**src/core/frc_defines.vh**
```
// Functional notes
// - standard normal retransmit: read only after empty_flag_n high
// - standard mode: write at most D-2 before retransmit
// - fall-through mode: at most D-2, D one larger
// - standard retransmit needs two writes and two reads
// - fall-through retransmit needs only two writes
// - retransmit select high at reset: normal, low: zero-latency
// - serial offset load top bit index per width mode
// - x9 parallel offset load/read takes one extra cycle each; the host uses serial offset load only
// - flag timing select high at reset: synchronous flags
// - flag timing select low at reset: asynchronous flags
`ifndef FRC_DEFINES_VH
`define FRC_DEFINES_VH
// software register offsets (word addresses)
`define FRC_REG_CTRL      4'h0
`define FRC_REG_STATUS    4'h1
`define FRC_REG_WDATA     4'h2
`define FRC_REG_RDATA     4'h3
`define FRC_REG_WCOUNT    4'h4
`define FRC_REG_RCOUNT    4'h5
`define FRC_REG_OFFSET    4'h6
`define FRC_REG_CMD       4'h7
// control field positions
`define FRC_CTRL_FALL_THROUGH_TIMING     0
`define FRC_CTRL_RMNORM   1
`define FRC_CTRL_SYNCFLG  2
`define FRC_CTRL_X9X9     3
`define FRC_CTRL_BIG      4
`define FRC_CTRL_RST      8'h1f
// command field positions
`define FRC_CMD_MRS       0
`define FRC_CMD_PRS       1
`define FRC_CMD_WRITE     2
`define FRC_CMD_READ      3
`define FRC_CMD_RETX      4
`define FRC_CMD_LOAD      5
// depths, small variant
`define FRC_DEPTH_STD     32'd131072
`define FRC_DEPTH_X9X9    32'd262144
// serial top bit index, small/large variant
`define FRC_SER_X9X9_SM   5'd17
`define FRC_SER_X9X9_LG   5'd18
`define FRC_SER_OTHER_SM  5'd16
`define FRC_SER_OTHER_LG  5'd17
// minimum counts before retransmit
`define FRC_MIN_WR        32'd2
`define FRC_MIN_RD        32'd2
// reset pulse length in cycles
`define FRC_RST_CYC       4'h4
`endif

```
**src/core/frc_host.v**
```verilog
`timescale 1ns/1ps
`include "frc_defines.vh"
// host controller driving the fifo's write and read ports and straps
module frc_host #(
    parameter DW    = 18,   // data width
    parameter LARGE = 0     // 1 for the larger depth variant
) (
    // clock and reset
    input  wire          SYS_CLK_IN,
    input  wire          ARST_N_IN,
    // software port
    input  wire [3:0]    ADDR_IN,
    input  wire [31:0]   WDATA_IN,
    input  wire          WR_IN,
    input  wire          RD_IN,
    output reg  [31:0]   RDATA_OUT,
    // device straps and resets
    output reg           MASTER_RESET_N_OUT,
    output reg           PARTIAL_RESET_N_OUT,
    output reg           FALL_THROUGH_TIMING_OUT,
    output reg           RETRANSMIT_TIMING_SELECT_OUT,
    output reg           FLAG_TIMING_SELECT_OUT,
    // device write port
    output reg           WEN_N_OUT,
    output reg  [DW-1:0] DATA_OUT,
    output reg           OFFSET_LOAD_N_OUT,
    output reg           SEN_N_OUT,
    output reg           SDATA_OUT,
    // device read port
    output reg           REN_N_OUT,
    output reg           RETX_N_OUT,
    output reg           OE_N_OUT,
    input  wire [DW-1:0] Q_IN,
    // device flags, all active low
    input  wire          EMPTY_FLAG_N_IN,   // word present when fall_through_timing
    input  wire          FULL_FLAG_N_IN,    // input ready when fall_through_timing
    input  wire          ALMOST_EMPTY_FLAG_N_IN,
    input  wire          ALMOST_FULL_FLAG_N_IN,
    input  wire          HALF_FULL_FLAG_N_IN
);
    // states
    localparam S_IDLE  = 3'h0;
    localparam S_RST   = 3'h1;
    localparam S_RETX  = 3'h2;
    localparam S_WAIT  = 3'h3;
    localparam S_LOAD  = 3'h4;

    reg  [2:0]    st_q;       // controller state
    reg  [7:0]    ctrl_q;     // mode control
    reg  [DW-1:0] wdat_q;     // word to write
    reg  [DW-1:0] rdat_q;     // last word read
    reg  [31:0]   wcnt_q;     // writes since reset
    reg  [31:0]   rcnt_q;     // reads since reset or retransmit
    reg  [18:0]   ae_q;       // almost-empty offset
    reg  [18:0]   af_q;       // almost-full offset
    reg  [3:0]    tmr_q;      // reset pulse timer
    reg  [2:0]    rdp_q;      // read strobe age, one bit per cycle
    reg           err_q;      // refused command, sticky
    reg           ld_go_q;    // start serial load
    wire [4:0]    flg_s;      // synchronised flags
    wire [DW-1:0] q_s;        // synchronised read data
    wire          ser_en;
    wire          ser_dat;
    wire          ser_busy;

    // flag word: empty, full, almost empty, almost full, half full
    frc_sync2 #(.W(5)) u_flg (
        .clk_in    (SYS_CLK_IN),
        .arst_n_in (ARST_N_IN),
        .d_in      ({EMPTY_FLAG_N_IN, FULL_FLAG_N_IN,
                     ALMOST_EMPTY_FLAG_N_IN, ALMOST_FULL_FLAG_N_IN,
                     HALF_FULL_FLAG_N_IN}),
        .q_out     (flg_s)
    );
    // read data also crosses from the device pins
    frc_sync2 #(.W(DW)) u_q (
        .clk_in    (SYS_CLK_IN),
        .arst_n_in (ARST_N_IN),
        .d_in      (Q_IN),
        .q_out     (q_s)
    );
    // serial offset loader
    frc_offset_ser u_ser (
        .clk_in    (SYS_CLK_IN),
        .arst_n_in (ARST_N_IN),
        .start_in  (ld_go_q),
        .top_in    (ser_top(ctrl_q[`FRC_CTRL_X9X9])),
        .ae_in     (ae_q),
        .af_in     (af_q),
        .sen_out   (ser_en),
        .sdat_out  (ser_dat),
        .busy_out  (ser_busy)
    );

    wire fall_through_timing  = ctrl_q[`FRC_CTRL_FALL_THROUGH_TIMING];
    wire f_emp = flg_s[4];   // empty flag, or word-present in fall_through_timing
    wire f_ful = flg_s[3];   // full flag, or input-ready in fall_through_timing

    // top serial bit index per width mode and variant
    function [4:0] ser_top;
        input x9;
        begin
            if (x9)
                ser_top = LARGE ? `FRC_SER_X9X9_LG : `FRC_SER_X9X9_SM;
            else
                ser_top = LARGE ? `FRC_SER_OTHER_LG : `FRC_SER_OTHER_SM;
        end
    endfunction

    // depth for current mode, fall-through one larger
    function [31:0] depth;
        input ft;
        input x9;
        reg [31:0] b;
        begin
            b = x9 ? `FRC_DEPTH_X9X9 : `FRC_DEPTH_STD;
            if (LARGE)
                b = {b[30:0], 1'b0};
            depth = ft ? b + 32'd1 : b;
        end
    endfunction

    // device may take data: standard full high, fall_through_timing input-ready low
    wire can_wr = fall_through_timing ? !f_ful : f_ful;
    // device has data: standard empty high, fall_through_timing word-present low
    wire can_rd = fall_through_timing ? !f_emp : f_emp;
    // write limit before retransmit setup
    wire wr_lim = wcnt_q >= depth(fall_through_timing, ctrl_q[`FRC_CTRL_X9X9]) - 32'd2;
    // retransmit preconditions
    wire retx_ok = (wcnt_q >= `FRC_MIN_WR) &&
                   (fall_through_timing || rcnt_q >= `FRC_MIN_RD);
    wire cmd = WR_IN && ADDR_IN == `FRC_REG_CMD;

    // main sequencer and pin drivers
    always @(posedge SYS_CLK_IN or negedge ARST_N_IN) begin
        if (!ARST_N_IN) begin
            st_q    <= S_IDLE;
            ctrl_q  <= `FRC_CTRL_RST;
            wdat_q  <= {DW{1'b0}};
            rdat_q  <= {DW{1'b0}};
            wcnt_q  <= 32'h0;
            rcnt_q  <= 32'h0;
            ae_q    <= 19'h0007f;
            af_q    <= 19'h0007f;
            tmr_q   <= 4'h0;
            rdp_q   <= 3'h0;
            err_q   <= 1'b0;
            ld_go_q <= 1'b0;
            MASTER_RESET_N_OUT           <= 1'b1;
            PARTIAL_RESET_N_OUT          <= 1'b1;
            FALL_THROUGH_TIMING_OUT      <= 1'b0;
            RETRANSMIT_TIMING_SELECT_OUT <= 1'b1;
            FLAG_TIMING_SELECT_OUT       <= 1'b1;
            WEN_N_OUT         <= 1'b1;
            DATA_OUT          <= {DW{1'b0}};
            OFFSET_LOAD_N_OUT <= 1'b1;
            SEN_N_OUT         <= 1'b1;
            SDATA_OUT         <= 1'b0;
            REN_N_OUT         <= 1'b1;
            RETX_N_OUT        <= 1'b1;
            OE_N_OUT          <= 1'b0;
        end else begin
            // strobes default to idle each cycle
            WEN_N_OUT  <= 1'b1;
            REN_N_OUT  <= 1'b1;
            RETX_N_OUT <= 1'b1;
            ld_go_q    <= 1'b0;
            SEN_N_OUT  <= !ser_en;
            SDATA_OUT  <= ser_dat;
            // standard data lands an edge after the strobe, then two
            // sync stages; fall-through shows the head word beforehand
            rdp_q <= {rdp_q[1:0], !REN_N_OUT};
            if (FALL_THROUGH_TIMING_OUT ? rdp_q[0] : rdp_q[2])
                rdat_q <= q_s;
            // software register writes
            if (WR_IN && ADDR_IN == `FRC_REG_CTRL)
                ctrl_q <= WDATA_IN[7:0];
            if (WR_IN && ADDR_IN == `FRC_REG_WDATA)
                wdat_q <= WDATA_IN[DW-1:0];
            if (WR_IN && ADDR_IN == `FRC_REG_OFFSET) begin
                ae_q <= {3'h0, WDATA_IN[15:0]};
                af_q <= {3'h0, WDATA_IN[31:16]};
            end
            // error flag: write-one to clear, new error wins
            if (WR_IN && ADDR_IN == `FRC_REG_STATUS && WDATA_IN[8])
                err_q <= 1'b0;
            case (st_q)
                S_IDLE: begin
                    if (cmd && (WDATA_IN[`FRC_CMD_MRS] ||
                                WDATA_IN[`FRC_CMD_PRS])) begin
                        // straps held through master reset
                        // flag timing strap
                        MASTER_RESET_N_OUT  <= !WDATA_IN[`FRC_CMD_MRS];
                        PARTIAL_RESET_N_OUT <= WDATA_IN[`FRC_CMD_MRS];
                        FALL_THROUGH_TIMING_OUT <= fall_through_timing;
                        RETRANSMIT_TIMING_SELECT_OUT <=
                            ctrl_q[`FRC_CTRL_RMNORM];
                        FLAG_TIMING_SELECT_OUT <=
                            ctrl_q[`FRC_CTRL_SYNCFLG];
                        // output enable driven low in both timing modes
                        OE_N_OUT <= 1'b0;
                        tmr_q    <= `FRC_RST_CYC;
                        wcnt_q   <= 32'h0;
                        rcnt_q   <= 32'h0;
                        st_q     <= S_RST;
                    end else if (cmd && WDATA_IN[`FRC_CMD_WRITE]) begin
                        if (can_wr && !wr_lim) begin
                            WEN_N_OUT <= 1'b0;
                            DATA_OUT  <= wdat_q;
                            wcnt_q    <= wcnt_q + 32'h1;
                        end else
                            err_q <= 1'b1;
                    end else if (cmd && WDATA_IN[`FRC_CMD_READ]) begin
                        // read gated by ready flag
                        if (can_rd) begin
                            REN_N_OUT <= 1'b0;
                            rcnt_q    <= rcnt_q + 32'h1;
                        end else
                            err_q <= 1'b1;
                    end else if (cmd && WDATA_IN[`FRC_CMD_RETX]) begin
                        // replays from first word after reset
                        if (retx_ok) begin
                            RETX_N_OUT <= 1'b0;
                            st_q <= S_RETX;
                        end else
                            err_q <= 1'b1;
                    end else if (cmd && WDATA_IN[`FRC_CMD_LOAD]) begin
                        OFFSET_LOAD_N_OUT <= 1'b0;
                        ld_go_q <= 1'b1;
                        st_q    <= S_LOAD;
                    end
                end
                S_RST: begin
                    // hold reset pulse, then release
                    tmr_q <= tmr_q - 4'h1;
                    if (tmr_q == 4'h1) begin
                        MASTER_RESET_N_OUT  <= 1'b1;
                        PARTIAL_RESET_N_OUT <= 1'b1;
                        st_q <= S_IDLE;
                    end
                end
                S_RETX: begin
                    // give synced flags time to show setup start
                    tmr_q <= `FRC_RST_CYC;
                    st_q  <= S_WAIT;
                end
                S_WAIT: begin
                    // zero-latency: flag updates at once
                    // normal: wait for setup done
                    if (tmr_q != 4'h0)
                        tmr_q <= tmr_q - 4'h1;
                    else if (!RETRANSMIT_TIMING_SELECT_OUT || can_rd) begin
                        rcnt_q <= 32'h0;
                        st_q   <= S_IDLE;
                    end
                end
                S_LOAD: begin
                    // serial load keeps load low until done
                    // wait for the last serial bit to leave the pins
                    if (!ld_go_q && !ser_busy && !ser_en) begin
                        OFFSET_LOAD_N_OUT <= 1'b1;
                        st_q <= S_IDLE;
                    end
                end
                default: st_q <= S_IDLE;
            endcase
        end
    end

    // read data register, one cycle after the read strobe
    // flags reported raw: sync/async timing is the device's
    // parallel offset load not used here; serial top bit index depends on x9 mode
    always @(posedge SYS_CLK_IN or negedge ARST_N_IN) begin
        if (!ARST_N_IN) begin
            RDATA_OUT <= 32'h0;
        end else if (RD_IN) begin
            case (ADDR_IN)
                `FRC_REG_CTRL:   RDATA_OUT <= {24'h0, ctrl_q};
                `FRC_REG_STATUS: RDATA_OUT <= {22'h0, st_q == S_IDLE,
                                  err_q, st_q, flg_s};
                `FRC_REG_WDATA:  RDATA_OUT <= {{(32-DW){1'b0}}, wdat_q};
                `FRC_REG_RDATA:  RDATA_OUT <= {{(32-DW){1'b0}}, rdat_q};
                `FRC_REG_WCOUNT: RDATA_OUT <= wcnt_q;
                `FRC_REG_RCOUNT: RDATA_OUT <= rcnt_q;
                `FRC_REG_OFFSET: RDATA_OUT <= {af_q[15:0], ae_q[15:0]};
                default:         RDATA_OUT <= 32'h0;
            endcase
        end else begin
            RDATA_OUT <= 32'h0;
        end
    end
endmodule // frc_host

```
**src/core/frc_sync2.v**
```verilog
`timescale 1ns/1ps
// two flip-flop synchroniser for a group of device pins, flags or read data
module frc_sync2 #(
    parameter W = 6
) (
    input  wire         clk_in,
    input  wire         arst_n_in,
    input  wire [W-1:0] d_in,
    output wire [W-1:0] q_out
);
    reg [W-1:0] m_q;  // first stage, read only by second
    reg [W-1:0] s_q;  // second stage

    // flags idle high after reset
    always @(posedge clk_in or negedge arst_n_in) begin
        if (!arst_n_in) begin
            m_q <= {W{1'b1}};
            s_q <= {W{1'b1}};
        end else begin
            m_q <= d_in;
            s_q <= m_q;
        end
    end
    assign q_out = s_q;
endmodule // frc_sync2

```
**src/core/frc_offset_ser.v**
```verilog
`timescale 1ns/1ps
// shifts the two offsets out serially, lsb first, empty then full
module frc_offset_ser (
    input  wire        clk_in,
    input  wire        arst_n_in,
    input  wire        start_in,   // one-cycle pulse
    input  wire [4:0]  top_in,     // highest bit index per offset
    input  wire [18:0] ae_in,      // almost-empty offset
    input  wire [18:0] af_in,      // almost-full offset
    output reg         sen_out,    // serial enable
    output reg         sdat_out,   // serial data
    output reg         busy_out
);
    reg [5:0] cnt_q;   // bit counter over both offsets
    reg [5:0] last_q;  // final bit index
    wire [5:0] half = {1'b0, top_in} + 6'h01;

    // walk both offsets, one bit per cycle
    always @(posedge clk_in or negedge arst_n_in) begin
        if (!arst_n_in) begin
            cnt_q    <= 6'h00;
            last_q   <= 6'h00;
            sen_out  <= 1'b0;
            sdat_out <= 1'b0;
            busy_out <= 1'b0;
        end else if (start_in && !busy_out) begin
            cnt_q    <= 6'h00;
            last_q   <= {half[4:0], 1'b0} - 6'h01;
            busy_out <= 1'b1;
            sen_out  <= 1'b0;
        end else if (busy_out) begin
            sen_out  <= 1'b1;
            // first half empty offset, second half full offset
            sdat_out <= (cnt_q < half) ? ae_in[cnt_q[4:0]]
                                       : af_in[cnt_q[4:0] - half[4:0]];
            cnt_q    <= cnt_q + 6'h01;
            if (cnt_q == last_q)
                busy_out <= 1'b0;
        end else begin
            sen_out  <= 1'b0;
        end
    end
endmodule // frc_offset_ser

```
**config.mk**
```make
export PLATFORM = sky130hd
export DESIGN_NAME = frc_host
export DESIGN_NICKNAME = d
export VERILOG_FILES = /design/src/core/frc_host.v /design/src/core/frc_sync2.v /design/src/core/frc_offset_ser.v
export VERILOG_INCLUDE_DIRS = /design/src /design/src/core
export SDC_FILE = /design/constraint.sdc
export NUM_CORES = 1
export LEC_CHECK = 0
export BUFFER_PORTS_ARGS = -buffer_cell sky130_fd_sc_hd__buf_4
export CELL_PAD_IN_SITES_DETAIL_PLACEMENT = 2
export CELL_PAD_IN_SITES_GLOBAL_PLACEMENT = 2
export CORE_MARGIN = 5
export CORE_UTILIZATION = 43
export DETAILED_ROUTE_END_ITERATION = 6
export GPL_ROUTABILITY_DRIVEN = 0
export PLACE_DENSITY = 0.84
export RECOVER_POWER = 50
export REMOVE_ABC_BUFFERS = 1
export SLEW_MARGIN = 20
export SYNTH_ARGS = -nofsm -noshare
export SYNTH_HDL_FRONTEND = slang
export SYNTH_HIERARCHICAL = 1
export SYNTH_SLANG_ARGS = --single-unit
```
**constraint.sdc**
```tcl
create_clock -name SYS_CLK_IN -period 5.5 [get_ports SYS_CLK_IN]
set_input_delay 0.275 -clock SYS_CLK_IN [delete_from_list [all_inputs] [get_ports SYS_CLK_IN]]
set_output_delay 0.275 -clock SYS_CLK_IN [all_outputs]
set_load 0.01 [all_outputs]
```
==> metrics.md <==
| Metric | Value |
|---|---|
| Largest net degree at the start of global routing | `117` |
| DRC errors left | `3` |
| Final setup violation count | `0` |
| CTS clk-pin slew, worst paths | `roughly 0.06 ns` |
| H-tree depth | `1` |
| GRT Overall Usage | `0.286` |
| Worst-Skew Late Latency | `0.58 ns` |
| Nets | `1345` |
| GR Layer Usage met2 | `0.498` |
| Top Ports | `125` |
| Power per standard cell area | `355 mW/mm2` |
| WP data required | `about 5.9 ns` |
| Leak | `0.00651 uW` |
| CTS Buf Count | `31` |
| Largest stage delay, worst path | `0.65 ns` |
| Total grt overflow | `0` |
| Distinct cells, synth | `77` |
| Via/cell ratio | `roughly 6.1` |
| Post-detail-place hpwl | `30.0 mm` |
| Met1 Usage GRT | `0.362` |
| Core Util, Final | `0.523` |
| Wire per inst | `28.3 um` |
| Most used flip-flop cell after synthesis | `dfrtp_1` |
| Iteration count of the initial detailed-routing pass | `7` |
| Die H | `~180 um` |
| Synthesized area | `~0.013 mm2` |
| Final Hold Viols | `0` |
| Synth area leader | `dfrtp_1` |
| Max IR drop VDD | `~0.26 mV` |
| Period utilisation layout | `0.611` |
| Starting density of the core | `0.432` |
| Ant diodes | `0` |
| Slew @ Worst Pin | `3.10 ns` |
| Row cnt | `between 60 and 70` |
| Die area | `0.0331 mm2` |
| Post-CTS setup repair buffer count | `0` |
| Synth top area share | `0.394` |
| Post-Syn Instances | `1093` |
| Setup TNS | `0 ns` |
| Seq/Total Area, Yosys | `0.547` |
| Post-synth top cells | `dfrtp_1, nand2_1, mux2_2` |
| Vias in the first global route | `11700` |
| Die X | `around 180 um` |
| Fmax | `298 MHz` |
| Yosys reg bits | `274` |
| Max-slew violations | `176` |
| Outcome | `complete, but fails checks` |
| ANT nets after route | `0` |
| Max-cap violations | `3` |
| CTS root buf | `clkbuf_16` |
| Most instantiated library cell after synthesis | `dfrtp_1` |
| Share of cells above drive strength 1 | `0.261` |
| Vias | `10300` |
| CP Data Arrival Time | `3.78 ns` |
| Relative slew slack | `-1.07` |
| Met3 GRT Util | `0.0411` |
| GRT busiest layer | `met2` |
| Initial DRC count | `898` |
| Crit-path cells | `nor4_1 > nand4_1 > a211oi_2 > nand2_2 > mux2_1` |
| Initial antenna violation count | `1` |
| Post-synth EDFFs | `0` |
| Failing checks | `design-rule violations, max-capacitance violations, max-slew violations` |
| Port Buffers | `123` |
| Critical path peak fanout | `20` |
| Startpoint Class | `flop` |
| RSZ-0062 raised after global routing | `false` |
| Tightest Hold Check Type | `in2reg` |
| Post-synth ARST share | `1.00` |
| Cell at the slowest stage of the critical path | `a211oi_2` |
| Ranking of synthesized cells by area | `dfrtp_1, dfstp_2, mux2_2` |
| Clock Sinks | `274` |
| Yosys warns | `6` |
| Syn_area_per_cell | `11.6 um2` |
| First-pass GRT wire length | `73.8 mm` |
| Core Box Area | `0.0294 mm2` |
| Period minus WS final | `3.36 ns` |
| Max Buffers Root-to-Sink | `3` |
| Final wirelength | `47.6 mm` |
| Syn-to-layout area delta | `21.0%` |
| Critical path class | `reg2reg` |
| CTS tree | `done` |
| Worst Setup End Kind | `flop` |
| Clk_skew | `0.0393 ns` |
## what timing repair did
action,in CTS,in global routing
endpoints found under the hold margin,144,0
resized for setup,0,0
hold buffers,52,0
## cell type report
type | instances | area [um2]
clock buffer | 46 | 902
clock inverter | 12 | 196
fill | 2877 | 14000
inverter | 22 | 82.6
multi-input combinational | 747 | 5430
sequential | 274 | 6950
tap | 390 | 488
timing repair buffer | 192 | 1340
## report_power, final
part / total, uW / internal [uW] / switching, uW
clock network: 2240 / 1360 / 877
registers: 2440 / 2230 / 208
logic: 779 / 372 / 407
## sequential cells by signal, indices dropped and copies added (netlist names), 3 cells and up
signal and count:
rcnt_q 32, u_q/q_out 18, u_flg/m_q 5, rdat_q 18, af_q 16, u_q/m_q 18
u_ser/last_q 6, rdp_q 3, wcnt_q 32, RDATA_OUT 32, st_q 3, u_flg/q_out 5
u_ser/cnt_q 6, DATA_OUT 18, ctrl_q 8, tmr_q 4, wdat_q 18, ae_q 16
## worst max-delay path: cells and delay by family (launching register included)
| kind | cells | cell delay [ns] |
|---|---|---|
| flip-flops | 1 | 0.42 |
| multiplexers | 1 | 0.53 |
| AO/OA/AOI/OAI | 1 | 0.65 |
| AND/OR/NAND/NOR | 3 | 1.60 |
## path summary, 6_finish.rpt
check | startpoint | endpoint | slack (ns) | cells past startpoint
worst max-delay path | wcnt_q[22] | DATA_OUT[1] | 2.14 | 5
worst min-delay path | WDATA_IN[4] | ae_q[4] | 0.03 | 2
worst max register to register | wcnt_q[22] | DATA_OUT[1] | 2.14 | 5
worst min register to register | u_flg/m_q[2] | u_flg/q_out[2] | 0.35 | 0
max in group asynchronous | ARST_N_IN | wcnt_q[10] | 2.17 | 3
min in group asynchronous | ARST_N_IN | rcnt_q[30] | 1.18 | 2
## per-layer routing
| metal | up-vias | part of all wire |
|---|---|---|
| met5 | - | 0.00015 |
| met4 | 2 | 0.042 |
| met3 | 104 | 0.051 |
| met2 | 372 | 0.51 |
| met1 | 5437 | 0.40 |
| li1 | 4383 | - |
## cell usage in the layout (no fill, tap or decap), types with 22 or more instances in the layout
master / synthesis / routed
mux2_2: 88 / 87
o21ai_0: 56 / 55
dfstp_2: 74 / 67
dlygate4sd3_1: 0 / 52
clkbuf_4: 0 / 22
nand3_1: 23 / 23
a22oi_1: 40 / 40
conb_1: 2 / 26
inv_1: 22 / 22
nand2_1: 92 / 91
a21oi_1: 24 / 24
nor2_1: 59 / 58
dfrtp_1: 200 / 200
clkbuf_16: 0 / 31
a31oi_1: 30 / 30
clkbuf_1: 42 / 70
buf_4: 6 / 55
## per-stage QoR
step / power (uW) / worst slack (ns) / hold slack, ns / area (um2) / std cells
floorplan: 2840 / 2.13 / -0.0206 / 12400 / 1043
global placement: 3140 / 2.31 / 0.335 / 14000 / 1573
detailed placement: 3190 / 2.03 / 0.342 / 14000 / 1573
CTS: 5470 / 1.94 / 0.00550 / 15600 / 1683
global route: 5670 / 1.47 / 0.0253 / 15400 / 1683
finish: 5460 / 2.14 / 0.0315 / 15400 / 1683
## cell families after synthesis
logic type | Yosys count | share of synthesized area
muxes | 121 | 0.112
DFF | 274 | 0.547
adders and majority gates | 15 | 0.0146
xor gates and xnor gates | 21 | 0.0165
and+or+nand+nor | 320 | 0.131
other | 2 | 0.000591
AOI/OAI and AO/OA | 244 | 0.144
buffers and inverters | 96 | 0.0352
Note: power is estimated with default switching activity, not from simulation.
